$ cat src/include/pfm_defines.svh
// Constants of the port pin function matrix: pin indices, function codes, idle levels.
// Contract
// - Port 0 pins 0-3 primary UART0 A rx/tx/cts/rts; secondary UART0 B tx/rx/rts/cts.
// - Port 1 pins 0-5 SPI master 1 clock/lanes/select0; secondary same roles for XIP.
// - Port 1 pins 6-7 carry I2C master 0 and slave option A data/clock only.
// - Port 2 pins 0-3 mirror port 0 for UART1, options A and B.
// - Port 3 pins 0-3 mirror port 0 for UART2, options A and B.
// - Port 3 pins 4-5 I2C master 1 / slave B; secondary SPI master 2 select1, select2.
// - Port 3 pins 6-7 SPI master 1 select1/2; secondary XIP select1/2.
// - Port 4 pin 0 single-wire line, pin 1 pull-up enable; secondary slave-ready 0/1.
// - Pulse-train outputs 0-15 repeat over ports 0-1, 2-3, restart on port 4.
// - Timer slots cycle timers 0-5 in pin order, wrapping after timer 5.
// - Each port has its own interrupt line fed by all its pins.
// - Pin configuration chooses whether I2C master or slave owns shared pins.
// - Every pin independently selects general-purpose or special-function operation.
// - Peripheral signals follow the selected lettered pin option.
// - Any pin may output its pulse-train output or its 32-bit timer output.
`ifndef PFM_DEFINES_SVH
`define PFM_DEFINES_SVH

`define PFM_NUM_PINS   34
`define PFM_NUM_PORTS  5
`define PFM_PORT_PINS  8
`define PFM_PORT0      0
`define PFM_PORT1      8
`define PFM_PORT2      16
`define PFM_PORT3      24
`define PFM_PORT4      32
`define PFM_PT_SLOTS   16
`define PFM_TMR_SLOTS  6

// Pins that own a secondary function.
`define PFM_SEC_MASK   34'h3_ff0f_3f0f

// Per-pin function codes.
`define PFM_MODE_GPIO  3'h0
`define PFM_MODE_PRI   3'h1
`define PFM_MODE_SEC   3'h2
`define PFM_MODE_PT    3'h3
`define PFM_MODE_TOUT  3'h4
`define PFM_MODE_TIN   3'h5

// Levels given to a peripheral input when no pin is routed to it.
`define PFM_IDLE_RX    1'h1
`define PFM_IDLE_CTS   1'h1
`define PFM_IDLE_I2C   1'h1
`define PFM_IDLE_SWM   1'h1
`define PFM_IDLE_LANE  1'h0
`define PFM_IDLE_SR    1'h0
`define PFM_IDLE_TMR   1'h0

`endif

$ cat src/include/pfm_pkg.sv
// Types shared by the port pin function matrix modules.
package pfm_pkg;

    typedef struct packed {
        logic tx;
        logic rts;
    } pfm_uart_out_t;

    typedef struct packed {
        logic rx;
        logic cts;
    } pfm_uart_in_t;

    typedef struct packed {
        logic       clock;
        logic [2:0] select;
        logic [3:0] lane_out;
        logic [3:0] lane_oe;
    } pfm_spi_out_t;

    typedef struct packed {
        logic [3:0] lane_in;
        logic [1:0] slave_ready;
    } pfm_spi_in_t;

    typedef struct packed {
        logic data_pull;
        logic clock_pull;
    } pfm_i2c_out_t;

    typedef struct packed {
        logic data;
        logic clock;
    } pfm_i2c_in_t;

    typedef struct packed {
        logic line_pull;
        logic pullup_enable;
    } pfm_swm_out_t;

    typedef struct packed {
        logic [33:0]             pad_out;
        logic [33:0]             pad_oe_n;
        pfm_uart_in_t [2:0]      uart_in;
        pfm_spi_in_t [2:0]       spim_in;
        pfm_spi_in_t             xip_in;
        pfm_i2c_in_t [1:0]       i2cm_in;
        pfm_i2c_in_t             i2cs_in;
        logic                    swm_in;
        logic [5:0]              timer_in;
        logic [4:0]              port_irq;
    } pfm_state_t;

endpackage : pfm_pkg

$ cat src/verilog/pfm_pin_cell.sv
// One pin's function selector: picks the driver of the pad from the pin's function code.
`include "pfm_defines.svh"

module pfm_pin_cell (
    input  wire logic [2:0] mode,
    input  wire logic       has_sec,
    input  wire logic       gpio_out,
    input  wire logic       gpio_oe,
    input  wire logic       pri_out,
    input  wire logic       pri_oe,
    input  wire logic       sec_out,
    input  wire logic       sec_oe,
    input  wire logic       pt_out,
    input  wire logic       tmr_out,
    output logic            drv_out,
    output logic            drv_oe,
    output logic            pri_on,
    output logic            sec_on,
    output logic            tin_on
);

    // Unknown codes and a secondary request on a pin without one fall back to general purpose.
    always_comb begin
        drv_out = gpio_out;
        drv_oe  = gpio_oe;
        pri_on  = 1'b0;
        sec_on  = 1'b0;
        tin_on  = 1'b0;
        case (mode)
            `PFM_MODE_PRI: begin
                drv_out = pri_out;
                drv_oe  = pri_oe;
                pri_on  = 1'b1;
            end
            `PFM_MODE_SEC: begin
                if (has_sec) begin
                    drv_out = sec_out;
                    drv_oe  = sec_oe;
                    sec_on  = 1'b1;
                end
            end
            `PFM_MODE_PT: begin
                drv_out = pt_out;
                drv_oe  = 1'b1;
            end
            `PFM_MODE_TOUT: begin
                drv_out = tmr_out;
                drv_oe  = 1'b1;
            end
            `PFM_MODE_TIN: begin
                drv_oe  = 1'b0;
                tin_on  = 1'b1;
            end
            default: begin
                drv_out = gpio_out;
                drv_oe  = gpio_oe;
            end
        endcase
    end

endmodule : pfm_pin_cell

$ cat src/verilog/pfm_matrix.sv
// Port pin function matrix: routes peripheral signals to and from the 34 port pins.
`include "pfm_defines.svh"

module pfm_matrix (
    input  wire logic                        clk,
    input  wire logic                        rst,
    input  wire logic [33:0]                 pad_in,
    output logic [33:0]                      pad_out,
    output logic [33:0]                      pad_oe_n,
    input  wire logic [33:0][2:0]            pin_mode,
    input  wire logic [33:0]                 gpio_out,
    input  wire logic [33:0]                 gpio_oe,
    input  wire logic [33:0]                 irq_enable,
    input  wire logic                        i2c_slave_select_a,
    input  wire logic                        i2c_slave_select_b,
    input  wire pfm_pkg::pfm_uart_out_t [2:0] uart_out,
    output pfm_pkg::pfm_uart_in_t [2:0]      uart_in,
    input  wire pfm_pkg::pfm_spi_out_t [2:0] spim_out,
    output pfm_pkg::pfm_spi_in_t [2:0]       spim_in,
    input  wire pfm_pkg::pfm_spi_out_t       xip_out,
    output pfm_pkg::pfm_spi_in_t             xip_in,
    input  wire pfm_pkg::pfm_i2c_out_t [1:0] i2cm_out,
    output pfm_pkg::pfm_i2c_in_t [1:0]       i2cm_in,
    input  wire pfm_pkg::pfm_i2c_out_t       i2cs_out,
    output pfm_pkg::pfm_i2c_in_t             i2cs_in,
    input  wire pfm_pkg::pfm_swm_out_t       swm_out,
    output logic                             swm_in,
    input  wire logic [15:0]                 pt_out,
    input  wire logic [5:0]                  timer_out,
    output logic [5:0]                       timer_in,
    output logic [4:0]                       port_irq
);

    pfm_pkg::pfm_state_t state_reg;
    pfm_pkg::pfm_state_t state_next;

    logic [33:0] pri_out;
    logic [33:0] pri_oe;
    logic [33:0] sec_out;
    logic [33:0] sec_oe;
    logic [33:0] drv_out;
    logic [33:0] drv_oe;
    logic [33:0] pri_on;
    logic [33:0] sec_on;
    logic [33:0] tin_on;

    // UART ports 0, 2 and 3: option A rx/tx/cts/rts, option B tx/rx/rts/cts.
    localparam int UART_BASE [3] = '{`PFM_PORT0, `PFM_PORT2, `PFM_PORT3};

    // Pins that own a secondary function; a vector, so that each selector takes just its own bit.
    localparam logic [33:0] SEC_MASK = `PFM_SEC_MASK;

    // Primary and secondary drivers of each pin; inputs and unused pins never drive.
    always_comb begin
        pri_out = '0;
        pri_oe  = '0;
        sec_out = '0;
        sec_oe  = '0;
        for (int u = 0; u < 3; u++) begin
            pri_out[UART_BASE[u] + 1] = uart_out[u].tx;
            pri_oe[UART_BASE[u] + 1]  = 1'b1;
            pri_out[UART_BASE[u] + 3] = uart_out[u].rts;
            pri_oe[UART_BASE[u] + 3]  = 1'b1;
            sec_out[UART_BASE[u] + 0] = uart_out[u].tx;
            sec_oe[UART_BASE[u] + 0]  = 1'b1;
            sec_out[UART_BASE[u] + 2] = uart_out[u].rts;
            sec_oe[UART_BASE[u] + 2]  = 1'b1;
        end
        // Four-wire SPI masters 0 and 2 on ports 0 and 2.
        pri_out[`PFM_PORT0 + 4] = spim_out[0].clock;
        pri_oe[`PFM_PORT0 + 4]  = 1'b1;
        pri_out[`PFM_PORT0 + 5] = spim_out[0].lane_out[0];
        pri_oe[`PFM_PORT0 + 5]  = spim_out[0].lane_oe[0];
        pri_out[`PFM_PORT0 + 6] = spim_out[0].lane_out[1];
        pri_oe[`PFM_PORT0 + 6]  = spim_out[0].lane_oe[1];
        pri_out[`PFM_PORT0 + 7] = spim_out[0].select[0];
        pri_oe[`PFM_PORT0 + 7]  = 1'b1;
        pri_out[`PFM_PORT2 + 4] = spim_out[2].clock;
        pri_oe[`PFM_PORT2 + 4]  = 1'b1;
        pri_out[`PFM_PORT2 + 5] = spim_out[2].lane_out[0];
        pri_oe[`PFM_PORT2 + 5]  = spim_out[2].lane_oe[0];
        pri_out[`PFM_PORT2 + 6] = spim_out[2].lane_out[1];
        pri_oe[`PFM_PORT2 + 6]  = spim_out[2].lane_oe[1];
        pri_out[`PFM_PORT2 + 7] = spim_out[2].select[0];
        pri_oe[`PFM_PORT2 + 7]  = 1'b1;
        // Quad SPI master 1 and the execute-in-place master share port 1 pins 0 to 5.
        pri_out[`PFM_PORT1 + 0] = spim_out[1].clock;
        pri_oe[`PFM_PORT1 + 0]  = 1'b1;
        pri_out[`PFM_PORT1 + 3] = spim_out[1].select[0];
        pri_oe[`PFM_PORT1 + 3]  = 1'b1;
        sec_out[`PFM_PORT1 + 0] = xip_out.clock;
        sec_oe[`PFM_PORT1 + 0]  = 1'b1;
        sec_out[`PFM_PORT1 + 3] = xip_out.select[0];
        sec_oe[`PFM_PORT1 + 3]  = 1'b1;
        for (int l = 0; l < 4; l++) begin
            pri_out[`PFM_PORT1 + ((l < 2) ? l + 1 : l + 2)] = spim_out[1].lane_out[l];
            pri_oe[`PFM_PORT1 + ((l < 2) ? l + 1 : l + 2)]  = spim_out[1].lane_oe[l];
            sec_out[`PFM_PORT1 + ((l < 2) ? l + 1 : l + 2)] = xip_out.lane_out[l];
            sec_oe[`PFM_PORT1 + ((l < 2) ? l + 1 : l + 2)]  = xip_out.lane_oe[l];
        end
        // I2C is open drain: the pad only ever pulls low, the owner is chosen by configuration.
        pri_oe[`PFM_PORT1 + 6] = i2c_slave_select_a ? i2cs_out.data_pull : i2cm_out[0].data_pull;
        pri_oe[`PFM_PORT1 + 7] = i2c_slave_select_a ? i2cs_out.clock_pull : i2cm_out[0].clock_pull;
        pri_oe[`PFM_PORT3 + 4] = i2c_slave_select_b ? i2cs_out.data_pull : i2cm_out[1].data_pull;
        pri_oe[`PFM_PORT3 + 5] = i2c_slave_select_b ? i2cs_out.clock_pull : i2cm_out[1].clock_pull;
        sec_out[`PFM_PORT3 + 4] = spim_out[2].select[1];
        sec_oe[`PFM_PORT3 + 4]  = 1'b1;
        sec_out[`PFM_PORT3 + 5] = spim_out[2].select[2];
        sec_oe[`PFM_PORT3 + 5]  = 1'b1;
        pri_out[`PFM_PORT3 + 6] = spim_out[1].select[1];
        pri_oe[`PFM_PORT3 + 6]  = 1'b1;
        pri_out[`PFM_PORT3 + 7] = spim_out[1].select[2];
        pri_oe[`PFM_PORT3 + 7]  = 1'b1;
        sec_out[`PFM_PORT3 + 6] = xip_out.select[1];
        sec_oe[`PFM_PORT3 + 6]  = 1'b1;
        sec_out[`PFM_PORT3 + 7] = xip_out.select[2];
        sec_oe[`PFM_PORT3 + 7]  = 1'b1;
        // Single-wire line is open drain; its pull-up enable is push-pull; slave-ready pins are inputs.
        pri_oe[`PFM_PORT4 + 0]  = swm_out.line_pull;
        pri_out[`PFM_PORT4 + 1] = swm_out.pullup_enable;
        pri_oe[`PFM_PORT4 + 1]  = 1'b1;
    end

    // One selector per pin; pulse-train and timer slots follow from the pin index.
    genvar gi;
    generate
        for (gi = 0; gi < `PFM_NUM_PINS; gi++) begin : g_pin
            pfm_pin_cell u_cell (
                .mode    (pin_mode[gi]),
                .has_sec (SEC_MASK[gi]),
                .gpio_out(gpio_out[gi]),
                .gpio_oe (gpio_oe[gi]),
                .pri_out (pri_out[gi]),
                .pri_oe  (pri_oe[gi]),
                .sec_out (sec_out[gi]),
                .sec_oe  (sec_oe[gi]),
                .pt_out  (pt_out[gi % `PFM_PT_SLOTS]),
                .tmr_out (timer_out[gi % `PFM_TMR_SLOTS]),
                .drv_out (drv_out[gi]),
                .drv_oe  (drv_oe[gi]),
                .pri_on  (pri_on[gi]),
                .sec_on  (sec_on[gi]),
                .tin_on  (tin_on[gi])
            );
        end
    endgenerate

    // Next state: pad drive plus every peripheral input, each with an idle level when unrouted.
    always_comb begin
        state_next          = state_reg;
        state_next.pad_out  = drv_out;
        state_next.pad_oe_n = ~drv_oe;
        for (int u = 0; u < 3; u++) begin
            // Option A is tested first so that it wins when both pins are enabled.
            state_next.uart_in[u].rx = pri_on[UART_BASE[u] + 0] ? pad_in[UART_BASE[u] + 0] :
                                       sec_on[UART_BASE[u] + 1] ? pad_in[UART_BASE[u] + 1] : `PFM_IDLE_RX;
            state_next.uart_in[u].cts = pri_on[UART_BASE[u] + 2] ? pad_in[UART_BASE[u] + 2] :
                                        sec_on[UART_BASE[u] + 3] ? pad_in[UART_BASE[u] + 3] : `PFM_IDLE_CTS;
        end
        state_next.spim_in = '0;
        state_next.xip_in  = '0;
        state_next.spim_in[0].lane_in[0] = pri_on[`PFM_PORT0 + 5] ? pad_in[`PFM_PORT0 + 5] : `PFM_IDLE_LANE;
        state_next.spim_in[0].lane_in[1] = pri_on[`PFM_PORT0 + 6] ? pad_in[`PFM_PORT0 + 6] : `PFM_IDLE_LANE;
        state_next.spim_in[2].lane_in[0] = pri_on[`PFM_PORT2 + 5] ? pad_in[`PFM_PORT2 + 5] : `PFM_IDLE_LANE;
        state_next.spim_in[2].lane_in[1] = pri_on[`PFM_PORT2 + 6] ? pad_in[`PFM_PORT2 + 6] : `PFM_IDLE_LANE;
        for (int l = 0; l < 4; l++) begin
            state_next.spim_in[1].lane_in[l] = pri_on[`PFM_PORT1 + ((l < 2) ? l + 1 : l + 2)] ?
                                               pad_in[`PFM_PORT1 + ((l < 2) ? l + 1 : l + 2)] : `PFM_IDLE_LANE;
            state_next.xip_in.lane_in[l] = sec_on[`PFM_PORT1 + ((l < 2) ? l + 1 : l + 2)] ?
                                           pad_in[`PFM_PORT1 + ((l < 2) ? l + 1 : l + 2)] : `PFM_IDLE_LANE;
        end
        for (int s = 0; s < 2; s++) begin
            state_next.spim_in[2].slave_ready[s] = sec_on[`PFM_PORT4 + s] ? pad_in[`PFM_PORT4 + s] : `PFM_IDLE_SR;
        end
        // A master sees its pins only while it owns them; the slave prefers option A.
        state_next.i2cm_in[0].data  = (pri_on[`PFM_PORT1 + 6] && !i2c_slave_select_a) ? pad_in[`PFM_PORT1 + 6] : `PFM_IDLE_I2C;
        state_next.i2cm_in[0].clock = (pri_on[`PFM_PORT1 + 7] && !i2c_slave_select_a) ? pad_in[`PFM_PORT1 + 7] : `PFM_IDLE_I2C;
        state_next.i2cm_in[1].data  = (pri_on[`PFM_PORT3 + 4] && !i2c_slave_select_b) ? pad_in[`PFM_PORT3 + 4] : `PFM_IDLE_I2C;
        state_next.i2cm_in[1].clock = (pri_on[`PFM_PORT3 + 5] && !i2c_slave_select_b) ? pad_in[`PFM_PORT3 + 5] : `PFM_IDLE_I2C;
        if (pri_on[`PFM_PORT1 + 6] && i2c_slave_select_a) begin
            state_next.i2cs_in = {pad_in[`PFM_PORT1 + 6], pad_in[`PFM_PORT1 + 7]};
        end else if (pri_on[`PFM_PORT3 + 4] && i2c_slave_select_b) begin
            state_next.i2cs_in = {pad_in[`PFM_PORT3 + 4], pad_in[`PFM_PORT3 + 5]};
        end else begin
            state_next.i2cs_in = {`PFM_IDLE_I2C, `PFM_IDLE_I2C};
        end
        state_next.swm_in = pri_on[`PFM_PORT4 + 0] ? pad_in[`PFM_PORT4 + 0] : `PFM_IDLE_SWM;
        // Several pins share a timer slot; walking downward lets the lowest pin win.
        state_next.timer_in = {6{`PFM_IDLE_TMR}};
        for (int p = `PFM_NUM_PINS - 1; p >= 0; p--) begin
            if (tin_on[p]) begin
                state_next.timer_in[p % `PFM_TMR_SLOTS] = pad_in[p];
            end
        end
        // A port interrupt is the OR of its enabled pins at high level.
        state_next.port_irq = '0;
        for (int p = 0; p < `PFM_NUM_PINS; p++) begin
            if (irq_enable[p] && pad_in[p]) begin
                state_next.port_irq[p / `PFM_PORT_PINS] = 1'b1;
            end
        end
    end

    // All pads released and every peripheral input idle during reset.
    always_ff @(posedge clk or posedge rst) begin
        if (rst) begin
            state_reg          <= '0;
            state_reg.pad_oe_n <= '1;
            state_reg.uart_in  <= {3{`PFM_IDLE_RX, `PFM_IDLE_CTS}};
            state_reg.i2cm_in  <= '1;
            state_reg.i2cs_in  <= '1;
            state_reg.swm_in   <= `PFM_IDLE_SWM;
        end else begin
            state_reg <= state_next;
        end
    end

    assign pad_out  = state_reg.pad_out;
    assign pad_oe_n = state_reg.pad_oe_n;
    assign uart_in  = state_reg.uart_in;
    assign spim_in  = state_reg.spim_in;
    assign xip_in   = state_reg.xip_in;
    assign i2cm_in  = state_reg.i2cm_in;
    assign i2cs_in  = state_reg.i2cs_in;
    assign swm_in   = state_reg.swm_in;
    assign timer_in = state_reg.timer_in;
    assign port_irq = state_reg.port_irq;

    // Checks on the routing, each one cycle behind its cause.
    a_u0_tx_primary: assert property (@(posedge clk) disable iff (rst)
        pin_mode[1] == `PFM_MODE_PRI |=> pad_out[1] == $past(uart_out[0].tx) && !pad_oe_n[1])
        else $error("UART0 transmit not on port 0 pin 1.");
    a_u2_rts_second: assert property (@(posedge clk) disable iff (rst)
        pin_mode[26] == `PFM_MODE_SEC |=> pad_out[26] == $past(uart_out[2].rts) && !pad_oe_n[26])
        else $error("UART2 option B request-to-send wrong.");
    a_rx_option_a: assert property (@(posedge clk) disable iff (rst)
        pin_mode[16] == `PFM_MODE_PRI && pin_mode[17] == `PFM_MODE_SEC |=> uart_in[1].rx == $past(pad_in[16]))
        else $error("UART1 receive did not prefer option A.");
    a_xip_clock: assert property (@(posedge clk) disable iff (rst)
        pin_mode[8] == `PFM_MODE_SEC |=> pad_out[8] == $past(xip_out.clock))
        else $error("XIP clock not on port 1 pin 0.");
    a_sec_fallback: assert property (@(posedge clk) disable iff (rst)
        pin_mode[4] == `PFM_MODE_SEC |=> pad_out[4] == $past(gpio_out[4]) && pad_oe_n[4] == !$past(gpio_oe[4]))
        else $error("Pin without secondary left general-purpose control.");
    a_i2c_owner: assert property (@(posedge clk) disable iff (rst)
        pin_mode[14] == `PFM_MODE_PRI && i2c_slave_select_a && i2cs_out.data_pull |=> !pad_oe_n[14] && !pad_out[14])
        else $error("I2C slave did not pull shared data pin.");
    a_pulse_wrap: assert property (@(posedge clk) disable iff (rst)
        pin_mode[32] == `PFM_MODE_PT |=> pad_out[32] == $past(pt_out[0]))
        else $error("Port 4 pin 0 not on pulse-train output 0.");
    a_timer_slot: assert property (@(posedge clk) disable iff (rst)
        pin_mode[32] == `PFM_MODE_TIN && tin_on[8] == 1'b0 && tin_on[2] == 1'b0 && tin_on[14] == 1'b0 &&
        tin_on[20] == 1'b0 && tin_on[26] == 1'b0 |=> timer_in[2] == $past(pad_in[32]))
        else $error("Port 4 pin 0 does not feed timer 2.");
    a_port_irq: assert property (@(posedge clk) disable iff (rst)
        irq_enable[33] && pad_in[33] |=> port_irq[4])
        else $error("Port 4 interrupt missing.");
    a_swm_pullup: assert property (@(posedge clk) disable iff (rst)
        pin_mode[33] == `PFM_MODE_PRI |=> pad_out[33] == $past(swm_out.pullup_enable) && !pad_oe_n[33])
        else $error("Single-wire pull-up enable not on port 4 pin 1.");

endmodule : pfm_matrix

$ cat config.mk
export PLATFORM = sky130hd
export DESIGN_NAME = pfm_matrix
export DESIGN_NICKNAME = d
export VERILOG_FILES = /design/src/include/pfm_pkg.sv /design/src/verilog/pfm_pin_cell.sv /design/src/verilog/pfm_matrix.sv
export VERILOG_INCLUDE_DIRS = /design/src /design/src/include
export SDC_FILE = /design/constraint.sdc
export NUM_CORES = 1
export LEC_CHECK = 0
export ABC_CLOCK_PERIOD_IN_PS = 5850
export BUFFER_PORTS_ARGS = -buffer_cell sky130_fd_sc_hd__buf_2
export CORE_AREA = 8 8 165 167
export DETAILED_ROUTE_END_ITERATION = 7
export DIE_AREA = 0 0 173 175
export HOLD_SLACK_MARGIN = 0.03
export PLACE_DENSITY_LB_ADDON = 0.1
export SYNTH_ARGS = -nofsm -noshare
export SYNTH_HDL_FRONTEND = slang
export SYNTH_SLANG_ARGS = --single-unit
$ cat constraint.sdc
create_clock -name clk -period 5.85 [get_ports clk]
set_input_delay 0.2925 -clock clk [delete_from_list [all_inputs] [get_ports clk]]
set_output_delay 0.2925 -clock clk [all_outputs]
set_load 0.02 [all_outputs]
==> results.sh, run 1 <==
export IMPL_overflow=0
export IMPL_synth_edf_count=0
export IMPL_slew_viol_final=0
export IMPL_regArea_um2=2710
export IMPL_wl_per_cell_um=21.1
export IMPL_grt_max_degree=62
export IMPL_clockBufferDepth=2
export IMPL_crit_type="in -> async"
export IMPL_cts_made_buffers=9
export IMPL_worstPathMaxFanout=61
export IMPL_ios=442
export IMPL_finalSetupViolations=0
export IMPL_ys_types=56
export IMPL_fin_crit_sh_pct=32.2
export IMPL_slew_headroom_pct=42.3
export IMPL_ys_seq_elements=106
export IMPL_die_x_um=173
export IMPL_outcome="complete, no violations"
export IMPL_critical_path_endpoint_type="asynchronous set/reset pin"
export IMPL_cts_tree="yes"
export IMPL_clock_sinks=106
export IMPL_hold_viol=0
export IMPL_clock_root_buffer="clkbuf_16"
export IMPL_avgViaCountPerCell=4.81
export IMPL_synth_area_um2=6520
export IMPL_synth_seq_area_share_pct=41.6
export IMPL_multiInputGateArea_um2=3540
export IMPL_ant_nets=0
export IMPL_postSynthAreaPerCell_um2=9.20
export IMPL_rsz0062_at_grt="no"
export IMPL_grt_use_total_pct=19.3
export IMPL_synth_cells=708
export IMPL_utilization_pct=37.1
export IMPL_layout_drive_gt1_share_pct=44.6
export IMPL_drc_errors=0
export IMPL_worst_hold_path_type="in -> reg"
export IMPL_antenna_found_initial=2
export IMPL_power_density_nw_per_um2=216
export IMPL_fin_crit_ns=1.88
export IMPL_cts_htree_levels=3
export IMPL_nNetsFinal=1442
export IMPL_path_clk_slew_ns=0.08
export IMPL_worstPathRequired_ns=6.22
export IMPL_finalPower_mw=1.98
export IMPL_die_h_um=175
export IMPL_final_cell_mix="buf_2, nand2_1, dfrtp_1"
export IMPL_fin_cells=1453
export IMPL_dp_hpwl_um=26100
export IMPL_drt_wl_total_um=30600
export IMPL_fp_row_count=58
export IMPL_vias=6992
export IMPL_first_global_vias=7106
export IMPL_drtPass1Iterations=5
export IMPL_core_um2=24700
export IMPL_io_buffers=421
export IMPL_num_fill_cells=2611
export IMPL_crit_arrival_ns=2.25
export IMPL_async_flop_share_pct=100
export IMPL_cts_resized=0
export IMPL_synthTopCellsByArea="dfrtp_1, dfstp_2, mux2i_1, nand2_1, o21ai_0"
export IMPL_p_leak_nw=4.48
export IMPL_drtIter0Drc=322
export IMPL_fin_setup_tns_ns=0
export IMPL_grt_pass1_wl_um=44700
export IMPL_area_delta_synth_final_pct=40.6
export IMPL_initial_core_util_pct=26.4
export IMPL_start_kind="input port"
export IMPL_synth_ff_type="dfrtp_1"
export IMPL_fmax_mhz=531
export IMPL_layout_commonest_cell="buf_2"
export IMPL_max_cap_violations=0
export IMPL_synth_top_area_share_pct=22.7
export IMPL_synth_area_leader_cell="dfrtp_1"
export IMPL_dieArea_um2=30300
export IMPL_post_place_cells=1434
export IMPL_yosysWarnings=0
export IMPL_worstMarginPinSlew_ns=0.865
export IMPL_ir_drop_mv=0.138
export IMPL_gp_congestion=0.814
-- sequential cells by signal, summed over array words and instances (netlist names) --
| register | flops |
|---|---|
| i2cs_in | 2 |
| port_irq | 5 |
| pad_oe_n | 34 |
| timer_in | 6 |
| spim_in | 10 |
| pad_out | 34 |
| i2cm_in | 4 |
| swm_in | 1 |
| xip_in | 4 |
| uart_in | 6 |
-- critical path, cell delays in order --
cell,delay (ns)
dlygate4sd3_1,0.53
buf_2,0.13
inv_4,0.43
buf_4,0.78
-- power breakdown --
part	internal [mW]	switching (mW)
Sequential	0.807	0.0142
Clock	0.307	0.306
Combinational	0.215	0.332
-- path summary, 6_finish.rpt --
| kind | from | to | slack, ns | cells after the start |
|---|---|---|---|---|
| worst max-delay path | rst | pad_out[31]$_DFF_PP0_ | 3.97 | 4 |
| max in group clk | pad_oe_n[16]$_DFF_PP1_ | pad_oe_n[16] | 4.51 | 1 |
| worst min-delay path | gpio_oe[23] | pad_oe_n[23]$_DFF_PP1_ | 0.07 | 2 |
| min in group asynchronous | rst | pad_out[20]$_DFF_PP0_ | 0.55 | 3 |
-- final cells by class --
| cell class | instances | area share, % |
|---|---|---|
| Clock buffer | 10 | 2.61 |
| Inverter | 23 | 0.969 |
| Tap cell | 330 | 4.51 |
| Antenna cell | 2 | 0.0546 |
| Clock inverter | 6 | 0.519 |
| Sequential cell | 106 | 29.6 |
| Multi-Input combinational cell | 553 | 38.6 |
| Timing Repair Buffer | 423 | 23.2 |
-- kinds of logic (layout without fill, tap and decap cells) --
kind of cell	count (synthesis)	after routing	synth area share, %
adders and majority gates	1	1	0.154
other	1	12	0.0575
buffers and inverters	58	462	4.65
xor gates and xnor gates	2	2	0.269
muxes	68	68	10.7
and+or+nand+nor	275	275	22.6
DFF	106	106	41.6
AOI/OAI and AO/OA	197	197	20.0
-- timing repair --
| action | CTS | global route |
|---|---|---|
| endpoints found under the hold margin | 2 | 0 |
| hold buffers | 1 | 0 |
| buffers inserted | 0 | 0 |
-- cells in the mapped netlist (8+ instances only) --
cell type	count
a21oi_1	31
a22o_1	8
a22oi_1	18
buf_2	14
buf_4	10
dfrtp_1	59
dfstp_2	47
inv_1	23
mux2_2	13
mux2i_1	55
nand2_1	81
nand2b_1	19
nand3_1	14
nand3b_1	16
nor2_1	48
nor2b_1	22
nor3_1	23
nor3b_1	17
o21ai_0	54
o22ai_1	25
o311ai_0	11
-- routing by layer --
layer | vias to the layer above | track usage, % | wire length [um]
met5 | - | 0 | 0
met4 | 0 | 3.49 | 288
met3 | 12 | 5.57 | 2160
met2 | 286 | 34.8 | 15600
met1 | 3255 | 22.4 | 12600
li1 | 3439 | - | -
-- metrics by stage --
stage | hold slack (ns) | area (um^2) | worst slack (ns)
6_report | 0.0747 | 9170 | 3.97
5_1_grt | 0.0520 | 9160 | 3.72
4_1_cts | 0.0581 | 9160 | 3.88
3_5_place_dp | 0.421 | 8860 | 4.04
3_3_place_gp | 0.409 | 8860 | 4.05
2_1_floorplan | 0.343 | 6550 | 2.85
Note: power is estimated with default switching activity, not from simulation.
==> run 2, diff against run 1 <==
ABC_AREA = 1   (was not set)
ABC_CLOCK_PERIOD_IN_PS = 1850   (was 5850)
CORE_AREA = 8 8 167 169   (was 8 8 165 167)
DIE_AREA = 0 0 175 177   (was 0 0 173 175)
clock period = 1.85 ns   (was 5.85 ns; I/O delays follow)
==> results.sh, run 2 <==
export IMPL_fin_crit_sh_pct=95.3
export IMPL_grt_pass1_wl_um=47300
export IMPL_start_kind="input port"
export IMPL_dieArea_um2=31000
export IMPL_synth_ff_type="dfrtp_1"
export IMPL_vias=7940
export IMPL_placed_area_um2=8640
export IMPL_worstPathCellList="dlygate4sd3_1 -> buf_2 -> nand2_1 -> dlygate4sd3_1 -> nand4_1 -> dlygate4sd3_1"
export IMPL_hold_viol=0
export IMPL_wl_per_cell_um=18.2
export IMPL_outcome="complete, no violations"
export IMPL_antenna_found_initial=9
export IMPL_finalSetupViolations=0
export IMPL_io_buffers=421
export IMPL_first_global_vias=8286
export IMPL_synth_seq_area_share_pct=44.4
export IMPL_dp_hpwl_um=27400
export IMPL_core_um2=25500
export IMPL_ys_seq_elements=106
export IMPL_ios=442
export IMPL_finalPower_mw=6.46
export IMPL_worstHoldPathCells=2
export IMPL_path_delay_family="buffers and inverters"
export IMPL_crit_arrival_ns=2.00
export IMPL_slowest_stage="dlygate4sd3_1"
export IMPL_final_cell_mix="buf_2, nand2_1, dlygate4sd3_1"
export IMPL_layout_commonest_cell="buf_2"
export IMPL_worstPathRequired_ns=2.09
export IMPL_drc_errors=0
export IMPL_layout_drive_gt1_share_pct=34.4
export IMPL_fin_crit_ns=1.76
export IMPL_worst_hold_path_type="in -> reg"
export IMPL_grt_use_total_pct=20.1
export IMPL_rsz0062_at_grt="no"
export IMPL_slew_viol_final=0
export IMPL_drtIter0Drc=363
export IMPL_p_leak_nw=5.45
export IMPL_area_delta_synth_final_pct=71.1
export IMPL_initial_core_util_pct=24.0
export IMPL_power_density_nw_per_um2=618
export IMPL_cts_made_buffers=9
export IMPL_grt_max_degree=51
export IMPL_yosysMostFrequentCell="nand2_1"
export IMPL_avgViaCountPerCell=4.50
export IMPL_cts_htree_levels=3
export IMPL_clockBufferDepth=2
export IMPL_cpPeakStageDelay_ns=0.57
export IMPL_fin_setup_tns_ns=0
export IMPL_fp_row_count=59
export IMPL_final_area_um2=10400
export IMPL_cts_tree="yes"
export IMPL_synth_edf_count=0
export IMPL_drt_wl_total_um=32100
export IMPL_synth_area_um2=6110
export IMPL_path_clk_slew_ns=0.08
export IMPL_critical_path_endpoint_type="flop"
export IMPL_gp_congestion=0.892
export IMPL_synth_common_cells="nand2_1, inv_1, nor2_1"
export IMPL_synthTopCellsByArea="dfrtp_1, dfstp_2, nand2_1, inv_1, nand3_1"
export IMPL_met2_length_um=15900
export IMPL_fmax_mhz=567
export IMPL_die_x_um=175
export IMPL_cts_setup_buffers=0
export IMPL_clock_root_buffer="clkbuf_16"
export IMPL_clock_sinks=106
export IMPL_top_layer_used="met5"
export IMPL_max_cap_violations=0
export IMPL_crit_type="in -> reg"
export IMPL_die_h_um=177
export IMPL_postSynthAreaPerCell_um2=7.31
export IMPL_ant_nets=0
export IMPL_nNetsFinal=1749
export IMPL_hold_end="i2cm_in[3]$_DFF_PP1_"
export IMPL_critical_path_most_common_cell="dlygate4sd3_1"
export IMPL_synth_cells=836
export IMPL_path_depth=6
export IMPL_ys_types=35
export IMPL_crit_buf_inv=4
export IMPL_synth_area_leader_cell="dfrtp_1"
export IMPL_yosysWarnings=0
export IMPL_met1Wirelength_um=12700
export IMPL_ir_drop_mv=0.370
export IMPL_overflow=0
export IMPL_drtPass1Iterations=4
export IMPL_hold_slack_ns=0.0463
export IMPL_route_met3_wl_um=2940
export IMPL_synth_top_area_share_pct=24.2
export IMPL_worstPathMaxFanout=1
export IMPL_hold_start="pad_in[28]"
export IMPL_async_flop_share_pct=100
==> run 2: cell count changes after synthesis, moves of 18 or more <==
cell | previous run | this run
a22oi_1 | 18 | 0
inv_1 | 23 | 144
mux2i_1 | 55 | 0
nand2_1 | 81 | 153
nand2b_1 | 19 | 0
nand3_1 | 14 | 91
nand4_1 | 5 | 30
nor2_1 | 48 | 112
nor2b_1 | 22 | 0
==> run 2: area by class of cell <==
type,instances,area [um^2]
Antenna cell,3,7.51
Clock buffer,11,233
Clock inverter,4,30.0
Fill cell,2753,15000
Inverter,145,548
Multi-Input combinational cell,584,2810
Sequential cell,106,2710
Tap cell,335,419
Timing Repair Buffer,577,3690
==> run 2: where the power goes <==
group          internal [mW]  switching, mW
Sequential              2.56         0.0456
Clock                  0.911          0.943
Combinational          0.869           1.12
==> run 2: cell families after synthesis <==
logic type / Yosys count / synth area share [%]
simple gates: 419 / 29.8
compound gates: 155 / 15.6
buf+inv: 155 / 10.1
flops: 106 / 44.4
other cells: 1 / 0.0614
==> run 2: stage by stage <==
step	utilization (%)	std cells	worst slack (ns)
5_1_grt	41.0	1764	0.0145
2_1_floorplan	-	845	0.522
3_3_place_gp	33.9	1594	0.555
4_1_cts	41.0	1763	0.0150
3_5_place_dp	33.9	1594	0.577
6_report	41.0	1765	0.0872
==> run 2: worst max-delay path by stage <==
stage              startpoint                endpoint  slack, ns
2_1_floorplan             rst    pad_out[0]$_DFF_PP0_       0.52
3_3_place_gp        pad_in[3]   port_irq[0]$_DFF_PP0_       0.56
3_5_place_dp        pad_in[3]   port_irq[0]$_DFF_PP0_       0.58
4_1_cts            swm_out[0]   pad_out[33]$_DFF_PP0_       0.02
5_1_grt          pin_mode[38]  pad_oe_n[12]$_DFF_PP1_       0.01
6_report       irq_enable[11]   port_irq[1]$_DFF_PP0_       0.09
==> run 2: repair_timing <==
item,CTS,global route
gates resized for setup,0,1
hold buffers,154,1
endpoints found under the hold margin,106,1
setup endpoints to repair,0,3
==> run 2: metal layers <==
| metal | track usage (%) | up-vias |
|---|---|---|
| met5 | 0 | - |
| met4 | 4.91 | 8 |
| met3 | 7.36 | 36 |
| met2 | 35.4 | 325 |
| met1 | 22.7 | 3598 |
| li1 | - | 3973 |
